<file path="src/hw/spi_cmd_pkg.sv">
// Shared constants for the serial EEPROM command, status and protection ends.
// Assumes both ends run on one 125 MHz reference clock and the link is a 4-wire serial bus.
package spi_cmd_pkg;

   // Instruction opcodes.
   localparam logic [7:0] OP_ENABLE_WRITES = 8'h06;
   localparam logic [7:0] OP_DISABLE_WRITES = 8'h04;
   localparam logic [7:0] OP_STATUS_READ = 8'h05;
   localparam logic [7:0] OP_STATUS_WRITE = 8'h01;
   localparam logic [7:0] OP_MEM_READ = 8'h03;
   localparam logic [7:0] OP_MEM_WRITE = 8'h02;

   // Status byte bit positions.
   localparam int unsigned ST_LOCK_BIT = 7;
   localparam int unsigned ST_SEL_HI_BIT = 3;
   localparam int unsigned ST_SEL_LO_BIT = 2;
   localparam int unsigned ST_LATCH_BIT = 1;
   localparam int unsigned ST_BUSY_BIT = 0;

   // Address width and protected-region lower bounds.
   localparam int unsigned ADDR_W = 17;
   localparam logic [16:0] PROT_QUARTER_BASE = 17'h1_8000;
   localparam logic [16:0] PROT_HALF_BASE = 17'h1_0000;
   localparam logic [16:0] PROT_WHOLE_BASE = 17'h0_0000;

   // Frame byte counts: opcode, then three address bytes.
   localparam logic [2:0] BYTES_STATUS_WRITE = 3'h2;
   localparam logic [2:0] BYTES_ADDR_DONE = 3'h4;
   localparam logic [2:0] BYTES_MIN_WRITE = 3'h5;
   localparam logic [2:0] BYTES_SAT = 3'h7;

   // Timing.
   localparam int unsigned CLK_PERIOD_NS = 8;
   localparam int unsigned WRITE_TIME_NS_DEF = 1000000;
   localparam int unsigned SPI_PERIOD_NS = 160;
   localparam int unsigned HOST_HALF_CYCLES = SPI_PERIOD_NS / 2 / CLK_PERIOD_NS;

   // Reset values.
   localparam logic [7:0] STATUS_RESET = 8'h00;

endpackage : spi_cmd_pkg

</file>
<file path="src/hw/spi_link_if.sv">
// Serial link between the EEPROM command end and the bus master end.
// Assumes the data-out line has a pull-up: it reads high when the device does not drive it.
`timescale 1ns/1ps
interface spi_link_if;
   logic sclk;       // Serial clock driven by the master.
   logic cs_n;       // Chip select, active low.
   logic mosi;       // Master to device data.
   logic miso;       // Device to master data value.
   logic miso_oe;    // High while the device drives the data-out line.
   logic wp_n;       // Write protect pin, active low.
   logic miso_line;  // Resolved level on the data-out wire.

   // The pull-up gives a defined level while the device is off the line.
   assign miso_line = miso_oe ? miso : 1'b1;

   modport device_mp (input sclk, input cs_n, input mosi, input wp_n,
                      output miso, output miso_oe);
   modport host_mp (output sclk, output cs_n, output mosi, output wp_n,
                    input miso_line);
endinterface : spi_link_if

</file>
<file path="src/hw/spi_eeprom_dev.sv">
// Command decoder, status register and write protection of the serial EEPROM.
// Assumes the link pins are asynchronous to ref_clk_in and much slower than it.
`timescale 1ns/1ps
module spi_eeprom_dev #(
   parameter int unsigned WRITE_TIME_NS = spi_cmd_pkg::WRITE_TIME_NS_DEF
) (
   // Clock and reset.
   input wire logic ref_clk_in,
   input wire logic reset_n_in,
   // Serial link.
   spi_link_if.device_mp link,
   // Non-volatile cells {lock, sel_hi, sel_lo}.
   input wire logic [2:0] nv_stored_in,
   output logic [2:0] nv_stored_out,
   // Status and hand-off to the memory array.
   output logic [7:0] status_out,
   output logic hard_protect_out,
   output logic mem_write_go_out,
   output logic [16:0] mem_write_addr_out
);

   // Self-timed write length, rounded up to whole cycles.
   localparam int unsigned WRITE_CYCLES =
      (WRITE_TIME_NS + spi_cmd_pkg::CLK_PERIOD_NS - 1) / spi_cmd_pkg::CLK_PERIOD_NS;

   // Frame states, one-hot.
   typedef enum logic [7:0] {
      ST_IDLE = 8'b0000_0001,
      ST_OPCODE = 8'b0000_0010,
      ST_ADDR = 8'b0000_0100,
      ST_MEMDATA = 8'b0000_1000,
      ST_STDATA = 8'b0001_0000,
      ST_STREAD = 8'b0010_0000,
      ST_WAIT = 8'b0100_0000,
      ST_IGNORE = 8'b1000_0000
   } frame_state_t;

   frame_state_t state;          // Current frame state.
   logic sclk_s1, sclk_s2, sclk_s3; // Serial clock synchroniser and edge stage.
   logic cs_s1, cs_s2, cs_s3;    // Chip select synchroniser and edge stage.
   logic mosi_s1, mosi_s2;       // Data-in synchroniser.
   logic wp_s1, wp_s2;           // Write protect synchroniser.
   logic nv_loaded;              // Stored bits have been fetched after reset.
   logic armed;                  // Chip select was seen high since reset.
   logic [2:0] bit_cnt;          // Bit position within the current byte.
   logic [2:0] byte_cnt;         // Completed bytes in the frame, saturating.
   logic [31:0] frame;           // Last four bytes shifted in.
   logic [7:0] op_q;             // Opcode of the current frame.
   logic [16:0] addr_q;          // Start address of a memory instruction.
   logic lock, sel_hi, sel_lo;   // Non-volatile status bits.
   logic latch, busy;            // Volatile status bits.
   logic pend_status;            // Running cycle is a status write.
   logic [2:0] pend_nv;          // Status bits waiting for cycle end.
   logic [31:0] wait_cnt;        // Self-timed cycle counter.
   logic [2:0] out_idx;          // Next status bit to drive.
   logic miso_q;                 // Registered data-out value.
   logic [7:0] next_byte;        // Byte completed by this rising edge.
   logic sclk_rise, sclk_fall, cs_rise, cs_fall;
   logic hard_protect_mode, in_prot, status_write_cmd_ok, write_ok, exec_en, exec_dis, cycle_done;
   logic [7:0] status_byte;

   // Every pin passes two flops; edges compare the second and third stage only.
   always_ff @(posedge ref_clk_in or negedge reset_n_in) begin
      if (!reset_n_in) begin
         sclk_s1 <= 1'b0;
         sclk_s2 <= 1'b0;
         sclk_s3 <= 1'b0;
         cs_s1 <= 1'b1;
         cs_s2 <= 1'b1;
         cs_s3 <= 1'b1;
         mosi_s1 <= 1'b0;
         mosi_s2 <= 1'b0;
         wp_s1 <= 1'b1;
         wp_s2 <= 1'b1;
      end else begin
         sclk_s1 <= link.sclk;
         sclk_s2 <= sclk_s1;
         sclk_s3 <= sclk_s2;
         cs_s1 <= link.cs_n;
         cs_s2 <= cs_s1;
         cs_s3 <= cs_s2;
         mosi_s1 <= link.mosi;
         mosi_s2 <= mosi_s1;
         wp_s1 <= link.wp_n;
         wp_s2 <= wp_s1;
      end
   end

   // Input bits are taken on rising edges and output bits move on falling ones.
   assign sclk_rise = sclk_s2 & ~sclk_s3;
   assign sclk_fall = ~sclk_s2 & sclk_s3;
   assign cs_rise = cs_s2 & ~cs_s3;
   assign cs_fall = ~cs_s2 & cs_s3;
   assign next_byte = {frame[6:0], mosi_s2};

   // Hard protection is a live AND, so whichever input comes last enters it.
   assign hard_protect_mode = lock & ~wp_s2;

   // Region check against the start address.
   always_comb begin
      case ({sel_hi, sel_lo})
         2'b01: in_prot = (addr_q >= spi_cmd_pkg::PROT_QUARTER_BASE);
         2'b10: in_prot = (addr_q >= spi_cmd_pkg::PROT_HALF_BASE);
         2'b11: in_prot = (addr_q >= spi_cmd_pkg::PROT_WHOLE_BASE);
         default: in_prot = 1'b0;
      endcase
   end

   // Deselect decisions; each requires chip select to rise on an exact byte end.
   assign exec_en = cs_rise & (state == ST_WAIT) & (op_q == spi_cmd_pkg::OP_ENABLE_WRITES);
   assign exec_dis = cs_rise & (state == ST_WAIT) & (op_q == spi_cmd_pkg::OP_DISABLE_WRITES);
   assign status_write_cmd_ok = cs_rise & (state == ST_STDATA) & (bit_cnt == 3'h0)
                  & (byte_cnt == spi_cmd_pkg::BYTES_STATUS_WRITE)
                  & latch & ~hard_protect_mode & ~busy;
   assign write_ok = cs_rise & (state == ST_MEMDATA) & (bit_cnt == 3'h0)
                   & (byte_cnt >= spi_cmd_pkg::BYTES_MIN_WRITE)
                   & latch & ~busy & ~in_prot;
   assign cycle_done = busy & (wait_cnt == 32'(WRITE_CYCLES - 1));

   // Stored bits are fetched once, on the first edge after reset release.
   always_ff @(posedge ref_clk_in or negedge reset_n_in) begin
      if (!reset_n_in) begin
         nv_loaded <= 1'b0;
         armed <= 1'b0;
      end else begin
         nv_loaded <= 1'b1;
         // A selection only counts after chip select has been high once.
         if (nv_loaded && cs_s2) begin
            armed <= 1'b1;
         end
      end
   end

   // Frame tracking and opcode decode.
   always_ff @(posedge ref_clk_in or negedge reset_n_in) begin
      if (!reset_n_in) begin
         state <= ST_IDLE;
         bit_cnt <= 3'h0;
         byte_cnt <= 3'h0;
         frame <= 32'h0000_0000;
         op_q <= 8'h00;
         addr_q <= 17'h0_0000;
      end else if (cs_rise || !armed) begin
         state <= ST_IDLE;
      end else if (cs_fall) begin
         state <= ST_OPCODE;
         bit_cnt <= 3'h0;
         byte_cnt <= 3'h0;
      end else if (sclk_rise && state != ST_IDLE && state != ST_IGNORE) begin
         frame <= {frame[30:0], mosi_s2};
         bit_cnt <= bit_cnt + 3'h1;
         // A bit past the end of an enable or disable voids it.
         if (state == ST_WAIT) begin
            state <= ST_IGNORE;
         end
         if (bit_cnt == 3'h7) begin
            if (byte_cnt != spi_cmd_pkg::BYTES_SAT) begin
               byte_cnt <= byte_cnt + 3'h1;
            end
            if (state == ST_OPCODE) begin
               op_q <= next_byte;
               // While busy only the status read is served.
               if (next_byte == spi_cmd_pkg::OP_STATUS_READ) begin
                  state <= ST_STREAD;
               end else if (busy) begin
                  state <= ST_IGNORE;
               end else if (next_byte == spi_cmd_pkg::OP_ENABLE_WRITES
                            || next_byte == spi_cmd_pkg::OP_DISABLE_WRITES) begin
                  state <= ST_WAIT;
               end else if (next_byte == spi_cmd_pkg::OP_STATUS_WRITE) begin
                  state <= ST_STDATA;
               end else if (next_byte == spi_cmd_pkg::OP_MEM_READ
                            || next_byte == spi_cmd_pkg::OP_MEM_WRITE) begin
                  state <= ST_ADDR;
               end else begin
                  state <= ST_IGNORE;
               end
            end else if (state == ST_ADDR && byte_cnt == spi_cmd_pkg::BYTES_ADDR_DONE - 3'h1) begin
               // High address bits are dropped.
               addr_q <= {frame[15:0], mosi_s2};
               state <= (op_q == spi_cmd_pkg::OP_MEM_WRITE) ? ST_MEMDATA : ST_IGNORE;
            end
         end
      end
   end

   // Write latch: set by the enable command only, cleared by the listed events.
   always_ff @(posedge ref_clk_in or negedge reset_n_in) begin
      if (!reset_n_in) begin
         latch <= 1'b0;
      end else if (exec_en) begin
         latch <= 1'b1;
      end else if (exec_dis || (cycle_done && !status_write_cmd_ok && !write_ok)) begin
         latch <= 1'b0;
      end
   end

   // Self-timed cycle, shared by memory and status writes.
   always_ff @(posedge ref_clk_in or negedge reset_n_in) begin
      if (!reset_n_in) begin
         busy <= 1'b0;
         wait_cnt <= 32'h0000_0000;
         pend_status <= 1'b0;
         pend_nv <= 3'h0;
         mem_write_go_out <= 1'b0;
         mem_write_addr_out <= 17'h0_0000;
      end else begin
         mem_write_go_out <= write_ok;
         if (status_write_cmd_ok || write_ok) begin
            busy <= 1'b1;
            wait_cnt <= 32'h0000_0000;
            pend_status <= status_write_cmd_ok;
            // Only bits 7, 3 and 2 of the data byte are kept.
            pend_nv <= {frame[spi_cmd_pkg::ST_LOCK_BIT], frame[spi_cmd_pkg::ST_SEL_HI_BIT],
                        frame[spi_cmd_pkg::ST_SEL_LO_BIT]};
            mem_write_addr_out <= addr_q;
         end else if (cycle_done) begin
            busy <= 1'b0;
         end else if (busy) begin
            wait_cnt <= wait_cnt + 32'h0000_0001;
         end
      end
   end

   // Non-volatile bits change only at the end of an accepted status write.
   always_ff @(posedge ref_clk_in or negedge reset_n_in) begin
      if (!reset_n_in) begin
         lock <= 1'b0;
         sel_hi <= 1'b0;
         sel_lo <= 1'b0;
      end else if (!nv_loaded) begin
         {lock, sel_hi, sel_lo} <= nv_stored_in;
      end else if (cycle_done && pend_status) begin
         {lock, sel_hi, sel_lo} <= pend_nv;
      end
   end

   // Status layout; bits 6 to 4 are hard zeros.
   always_comb begin
      status_byte = spi_cmd_pkg::STATUS_RESET;
      status_byte[spi_cmd_pkg::ST_LOCK_BIT] = lock;
      status_byte[spi_cmd_pkg::ST_SEL_HI_BIT] = sel_hi;
      status_byte[spi_cmd_pkg::ST_SEL_LO_BIT] = sel_lo;
      status_byte[spi_cmd_pkg::ST_LATCH_BIT] = latch;
      status_byte[spi_cmd_pkg::ST_BUSY_BIT] = busy;
   end

   // Status read drives the live byte MSB first and wraps for as long as selected.
   always_ff @(posedge ref_clk_in or negedge reset_n_in) begin
      if (!reset_n_in) begin
         out_idx <= 3'h7;
         miso_q <= 1'b0;
      end else if (cs_fall) begin
         out_idx <= 3'h7;
      end else if (sclk_fall && state == ST_STREAD) begin
         miso_q <= status_byte[out_idx];
         out_idx <= out_idx - 3'h1;
      end
   end

   // Outputs.
   assign link.miso = miso_q;
   assign link.miso_oe = (state == ST_STREAD);
   assign status_out = status_byte;
   assign hard_protect_out = hard_protect_mode;
   assign nv_stored_out = {lock, sel_hi, sel_lo};

endmodule : spi_eeprom_dev

</file>
<file path="src/flat_wrapper.sv">
// flat-port wrapper written by rule: the top's interface ports become plain ports
module spi_eeprom_dev_flat 
#(
   parameter int unsigned WRITE_TIME_NS = spi_cmd_pkg::WRITE_TIME_NS_DEF
)
  (ref_clk_in, reset_n_in, nv_stored_in, nv_stored_out, status_out, hard_protect_out, mem_write_go_out, mem_write_addr_out, link_sclk, link_cs_n, link_mosi, link_wp_n, link_miso, link_miso_oe);
  spi_link_if link_i ();
  input wire logic ref_clk_in;
  input wire logic reset_n_in;
  input wire logic [2:0] nv_stored_in;
  output logic [2:0] nv_stored_out;
  output logic [7:0] status_out;
  output logic hard_protect_out;
  output logic mem_write_go_out;
  output logic [16:0] mem_write_addr_out;
  input wire logic [$bits(link_i.sclk)-1:0] link_sclk;
  input wire logic [$bits(link_i.cs_n)-1:0] link_cs_n;
  input wire logic [$bits(link_i.mosi)-1:0] link_mosi;
  input wire logic [$bits(link_i.wp_n)-1:0] link_wp_n;
  output wire logic [$bits(link_i.miso)-1:0] link_miso;
  output wire logic [$bits(link_i.miso_oe)-1:0] link_miso_oe;
  assign link_i.sclk = link_sclk;
  assign link_i.cs_n = link_cs_n;
  assign link_i.mosi = link_mosi;
  assign link_i.wp_n = link_wp_n;
  assign link_miso = link_i.miso;
  assign link_miso_oe = link_i.miso_oe;
  spi_eeprom_dev #(.WRITE_TIME_NS(WRITE_TIME_NS)) u_core (.ref_clk_in(ref_clk_in), .reset_n_in(reset_n_in), .link(link_i), .nv_stored_in(nv_stored_in), .nv_stored_out(nv_stored_out), .status_out(status_out), .hard_protect_out(hard_protect_out), .mem_write_go_out(mem_write_go_out), .mem_write_addr_out(mem_write_addr_out));
endmodule
</file>
<file path="config.mk">
export PLATFORM = sky130hd
export DESIGN_NAME = spi_eeprom_dev_flat
export DESIGN_NICKNAME = d
export VERILOG_FILES = /design/src/hw/spi_cmd_pkg.sv /design/src/hw/spi_link_if.sv /design/src/hw/spi_eeprom_dev.sv /design/src/flat_wrapper.sv
export SDC_FILE = /design/constraint.sdc
export NUM_CORES = 1
export LEC_CHECK = 0
export BUFFER_PORTS_ARGS = -buffer_cell sky130_fd_sc_hd__buf_4
export CAP_MARGIN = 10
export CORE_MARGIN = 2
export CORE_UTILIZATION = 65
export CTS_CLUSTER_DIAMETER = 120
export DETAILED_ROUTE_END_ITERATION = 6
export GPL_TIMING_DRIVEN = 1
export PLACE_DENSITY = 0.85
export SYNTH_ARGS = -nofsm -noshare
export SYNTH_HDL_FRONTEND = slang
export SYNTH_SLANG_ARGS = --single-unit
</file>
<file path="constraint.sdc">
create_clock -name ref_clk_in -period 5.8 [get_ports ref_clk_in]
set_input_delay 1.16 -clock ref_clk_in [delete_from_list [all_inputs] [get_ports ref_clk_in]]
set_output_delay 1.16 -clock ref_clk_in [all_outputs]
set_load 0.05 [all_outputs]
</file>
=== Yosys cells after proc, flatten, opt, wreduce, memory -nomap -nowiden ===
Index checks and enable logic that the tools add are counted.
Widths: inputs -> output; s select.

* Register bits after elaboration: 130
* Memory bits (writable): 0
* Bits in read-only memories: 0
* Input bits: 9
* Word-level logic and storage cells: 167
* Memories: 0
* Bits in latches: 0
* Output and inout bits: 32

* Bitwise logic cells: 32
* Multiplexer cells: 37
* Div/mod/pow operators: 0
* Multipliers: 0
* $add $sub $neg: 4
* Order comparisons: 5
* Equality and inequality tests: 27
* Shifts and indexed selects: 0
* Reductions and logical operators: 32

{| class="wikitable"
|+ Operators with widths
! kind !! count
|-
| $mux 8 || 13
|-
| $mux 32 || 3
|-
| $eq 8x3->1 const B || 6
|-
| $ge 17x17->1 const B || 2
|-
| $add 32x1->32 const B || 1
|-
| $eq 32x17->1 const B || 1
|-
| $eq 8x2->1 const B || 4
|-
| $mux 3 || 8
|-
| $and 1x1->1 || 21
|-
| $ge 17x1->1 const B || 1
|-
| $reduce_bool 2->1 || 7
|-
| $mux 1 || 11
|-
| $not 1->1 || 11
|-
| $eq 8x1->1 const B || 1
|-
| $eq 8x4->1 const B || 1
|-
| $eq 8x5->1 const B || 1
|-
| $eq 8x6->1 const B || 1
|-
| $eq 8x7->1 const B || 1
|-
| $logic_and 1x1->1 || 8
|-
| $ne 8x1->1 const B || 1
|-
| $ne 8x8->1 const B || 1
|-
| $add 3x1->3 const B || 2
|-
| $eq 3x2->1 const B || 2
|-
| $reduce_and 2->1 || 3
|-
| 18 further kinds || 26
|}

=== Logic depth before layout (Yosys ltp) ===
* Depth in word-level cells: 14
* Gate-level depth with buffers: 10
* Depth with buffers taken out: 8

=== Worst setup path before layout ===
Ideal clock, no wire load.

* Path kind: reg2reg
* Start: register u_core.lock
* End: register u_core.wait_cnt[20]
* Clock period less this slack: 2.548 ns
* Required time: 5.733 ns
* Arrival time: 2.481 ns
* Stages on the path, launching flop included: 7
* Path buffers: 1
* Slack: 3.252 ns
* Setup time: 0.067 ns
* Path through: dfrtp_1 nor2b_1 nor4_4 or2_2 clkbuf_1 or4_1 nand2_1

* Longest elaborated chain between the ends: 7
* Elaborated cells on any way between the ends: 9
* Classes of those cells: 1 x eq/ne; 1 x mux; 4 x bitwise; 3 x reduce/logical

{| class="wikitable"
|+ RTL lines
! element !! line !! source
|-
| start: declaration || spi_eeprom_dev.sv:50 || <nowiki>logic lock, sel_hi, sel_lo;</nowiki>
|-
| start signal: assignment || spi_eeprom_dev.sv:232 || <nowiki>{lock, sel_hi, sel_lo} <= nv_stored_in;</nowiki>
|-
| start signal: assignment || spi_eeprom_dev.sv:234 || <nowiki>{lock, sel_hi, sel_lo} <= pend_nv;</nowiki>
|-
| $and 1x1->1 * || spi_eeprom_dev.sv:97 || <nowiki>assign hard_protect_mode = lock & ~wp_s2;</nowiki>
|-
| named net hard_protect_out || flat_wrapper.sv:13 || <nowiki>output logic hard_protect_out;</nowiki>
|-
| $not 1->1 * || spi_eeprom_dev.sv:114 || <nowiki>& latch & ~hard_protect_mode & ~busy;</nowiki>
|-
| $and 1x1->1 * (2 in a row) || spi_eeprom_dev.sv:114 ||
|-
| $logic_or 1x1->1 * || spi_eeprom_dev.sv:209 || <nowiki>if (status_write_cmd_ok || write_ok) begin</nowiki>
|-
| $ne 2x2->1 (no source line) or $reduce_bool 2->1 (tied branches) || -- ||
|-
| $reduce_and 2->1 (no source line) || -- ||
|-
| end signal: assignment || spi_eeprom_dev.sv:220 || <nowiki>wait_cnt <= wait_cnt + 32'h0000_0001;</nowiki>
|-
| end: declaration || spi_eeprom_dev.sv:54 || <nowiki>logic [31:0] wait_cnt;</nowiki>
|}

Mark *: on every way through the listed nets, which the timed path passes. The rest lies on a longest branch.
A chain may end at the register's enable or synchronous reset.

=== Final worst setup path ===
* Start: register u_core.bit_cnt[0]
* End: register u_core.wait_cnt[22]

* Longest elaborated chain between the ends: 9
* Elaborated cells on any way between the ends: 16
* Classes of those cells: 1 x eq/ne; 1 x mux; 10 x bitwise; 4 x reduce/logical

{| class="wikitable"
|+ RTL lines
! element !! line !! source
|-
| start: declaration || spi_eeprom_dev.sv:45 || <nowiki>logic [2:0] bit_cnt;</nowiki>
|-
| start signal: assignment || spi_eeprom_dev.sv:151 || <nowiki>bit_cnt <= bit_cnt + 3'h1;</nowiki>
|-
| $logic_not 3->1 * || spi_eeprom_dev.sv:112, spi_eeprom_dev.sv:115 ||
|-
| $and 1x1->1, on equally long branches || spi_eeprom_dev.sv:112, spi_eeprom_dev.sv:115 ||
|-
| $and 1x1->1, on equally long branches || spi_eeprom_dev.sv:113, spi_eeprom_dev.sv:116 ||
|-
| $and 1x1->1, on equally long branches (3 in a row) || spi_eeprom_dev.sv:114, spi_eeprom_dev.sv:117 ||
|-
| $logic_or 1x1->1 * || spi_eeprom_dev.sv:209 ||
|-
| $ne 2x2->1 (no source line) or $reduce_bool 2->1 (tied branches) || -- ||
|-
| $reduce_and 2->1 (no source line) || -- ||
|}

Mark *: on every way between the ends. The rest lies on a longest branch, timed or not.

==> qor.txt <==
Status -> complete, no violations
R2R setup slack -> 2.87 ns
Static Leak -> 3.30 nW
Syn-to-layout area delta -> 13.9%
Detailed-route wire length per cell -> 18.4 um
Worst hold-check path type -> reg2reg
Highest Clock Rate -> 342 MHz
Clock Skew -> 0.0114 ns
Max VDD drop -> 0.267 mV
Starting density of the core -> 0.665
GRT overflow -> 0
# DRC -> 0
RSZ-0062 raised after global routing -> no
Post-CTS resize count -> 0
PortBufs -> 37
Critical Path Sink Type -> register
Synthesized area per cell -> 10.4 sq um
Via-per-instance ratio -> 6.29
GRT Total Usage -> 0.292
Worst-path maximum fanout -> 49
Met1 GRT Util -> 0.391
Number of buffers created by CTS -> 17
Sw Ratio -> 0.261
Setup crit start -> u_core.bit_cnt[0]$_DFFE_PN0P_
CTS tree -> yes
Crit path time final -> 2.93 ns
Top_reg_cell synth -> dfrtp_1
Clock Latency Late Sink -> 0.53 ns
Post-CTS Setup Inserts -> 0
Antenna violations before repair -> 0
Async SR Flop Fraction -> 1.00
Final Hold Fails -> 0
FF-to-FF End -> u_core.wait_cnt[22]$_DFFE_PN0P_
Synth Cell Area -> 0.00609 sq mm
Worst setup path end -> u_core.wait_cnt[22]$_DFFE_PN0P_
Clock sink total -> 130
Die area -> 0.0102 sq mm
Final cycle utilization of the critical path -> 0.505
Slew Viols, Final -> 0
Pwr per Cell Area -> 315 mW/mm^2
FF+latch count, synth -> 130
Vias -> 4621
NetSw -> 569 uW
# setup viols final -> 0
Root Buffer -> clkbuf_8
Worst Path Arrival -> 3.34 ns
Combinational cell fraction of total power -> 0.066
Die Span Y -> 101 um
Final-stage net count -> 630
Power Total -> 2.19 mW
Register-to-Register Path Depth -> 8
Filler-free cell count of the finished design -> 735
Site Rows -> 35
Met3 GRT Util -> 0.0693
Overall routed net length -> 13500 um
Syn. warnings -> 0
Final Util -> 0.757
Internal power -> 1.62 mW
RR Startpoint -> u_core.bit_cnt[0]$_DFFE_PN0P_
I/O pin cnt -> 41
DR pass1 iterations -> 5
Hold WS -> 0.350 ns
Die Width -> 101 um
DP HPWL -> 8500 um
Core ar. -> 0.00915 sq mm
Post-Syn Instances -> 584
EDFF count, synth -> 0
CTS hold repair buffers -> 0
# diodes -> 0
Max Cap Viol -> 0
Iteration-0 DRC count of the detailed router -> 349
Synth cell types -> 58
GPL Wtd Cong -> 0.954
Post-synthesis sequential area ratio -> 0.536
Layout cells sized above 1 -> 0.212
Most Used Layer, Global Route -> met2
Clock power share -> 0.476
First-pass GRT wire length -> 22800 um
Vias in the first global route -> 4590
Maximum buffer depth of the clock tree -> 2
CP startpoint kind -> register
Setup_tns -> 0 ns
CP required -> 6.21 ns
Post-route antenna net violation count -> 0
Critical path class -> reg2reg
Grt met2 use -> 0.467
Worst-Margin Slew -> 1.10 ns
Flop pwr share -> 0.458
Placed cells -> 702
Clock transition at path regs -> 0.06 ns
Slew headroom -> 0.269
Largest net degree at the start of global routing -> 89
H-tree levels -> 4
[flip-flops by register name, summed over array words and instances, names as in the netlist, 3 cells and up]
signal and flops:
u_core.bit_cnt 3, u_core.pend_nv 3, u_core.mem_write_addr_out 17, u_core.out_idx 3, u_core.addr_q 17, u_core.op_q 8
u_core.byte_cnt 3, u_core.frame 16, u_core.state 8, u_core.wait_cnt 32
[layout make-up]
class,count,area (sq um)
repair buffers,41,315
well taps,111,139
clock buffers,18,418
multi-input cells,402,2570
fillers,564,2220
flip-flops and latches,130,3260
inverters,19,71.3
clock inverters,14,154
[cell usage in the layout (no fill, tap or decap), types with 4 or more instances in the layout]
master and count:
dfstp_2 9, nand3_1 13, o21ai_0 29, clkbuf_16 16
inv_1 19, nand4b_1 4, nor2b_1 4, o211ai_1 6
nor2_1 37, and3_1 4, nor3b_1 4, nor3_1 4
a21oi_1 30, buf_4 40, nor4_1 5, conb_1 4
dfrtp_1 121, nand4_1 14, or4_1 13, o31ai_1 6
nand2_1 102, ha_1 10, or3_1 19, inv_6 5
nor4b_1 4, mux2_2 40
[metrics by stage]
stage / setup WS (ns) / cell area [sq um]
finish: 2.87 / 6930
detailed placement: 2.94 / 6350
floorplan: 3.25 / 6100
global route: 2.66 / 6930
global placement: 3.02 / 6350
CTS: 2.87 / 6920
[power by group through the flow]
stage	clock network, mW	registers (mW)	logic [mW]
after floorplan	0	0.986	0.111
after global placement	0	1.01	0.137
after detailed placement	0	1.01	0.141
after CTS	1.05	0.999	0.145
after global routing	1.09	1.01	0.159
final	1.04	1.00	0.144
[worst min path at each step]
stage	from	endpoint	slack, ns	cells after the start
finish	u_core.sclk_s1$_DFF_PN0_	u_core.sclk_s2$_DFF_PN0_	0.35	0
global route	u_core.cs_s1$_DFF_PN1_	u_core.cs_s2$_DFF_PN1_	0.36	0
CTS	u_core.sclk_s1$_DFF_PN0_	u_core.sclk_s2$_DFF_PN0_	0.35	0
detailed placement	u_core.sclk_s1$_DFF_PN0_	u_core.sclk_s2$_DFF_PN0_	0.34	0
global placement	u_core.mosi_s1$_DFF_PN0_	u_core.mosi_s2$_DFF_PN0_	0.33	0
floorplan	u_core.mosi_s1$_DFF_PN0_	u_core.mosi_s2$_DFF_PN0_	0.33	0
[cells by family after synthesis]
logic type                 after synthesis  synth area share
and+or+nand+nor                        246             0.211
DFF                                    130             0.536
AOI/OAI and AO/OA                       91            0.0945
buffers and inverters                   54            0.0427
muxes                                   44            0.0826
adders and majority gates               13            0.0255
xor gates and xnor gates                 4           0.00576
other                                    2           0.00123
[per-layer routing]
metal | wire length (um) | vias up
met2 | 6790 | 196
met1 | 5580 | 2272
li1 | - | 2116
met3 | 826 | 37
met4 | 301 | 0
met5 | 0 | -
[synth_stat cells (8+ instances only)]
| library cell | instances | area share |
|---|---|---|
| clkbuf_1 | 13 | 0.0080 |
| mux2_2 | 40 | 0.074 |
| ha_1 | 10 | 0.021 |
| o21ai_0 | 29 | 0.024 |
| or4_1 | 13 | 0.016 |
| nor2_1 | 37 | 0.023 |
| nand3_1 | 13 | 0.011 |
| dfstp_2 | 9 | 0.039 |
| or3_1 | 19 | 0.020 |
| inv_1 | 19 | 0.012 |
| buf_2 | 8 | 0.0066 |
| dfrtp_1 | 121 | 0.50 |
| buf_4 | 12 | 0.015 |
| nand4_1 | 14 | 0.014 |
| nand2_1 | 102 | 0.063 |
| a21oi_1 | 30 | 0.025 |
[critical path, cell delays in order, from the launching register on]
cell      delay [ns]
dfrtp_1         0.40
inv_1           0.09
ha_1            0.18
nor4bb_1        0.28
nand2_1         0.19
nor4_4          0.53
or2_2           0.83
or4_1           0.22
o21ai_0         0.07
No activity file was read; power rests on OpenSTA's default activity.
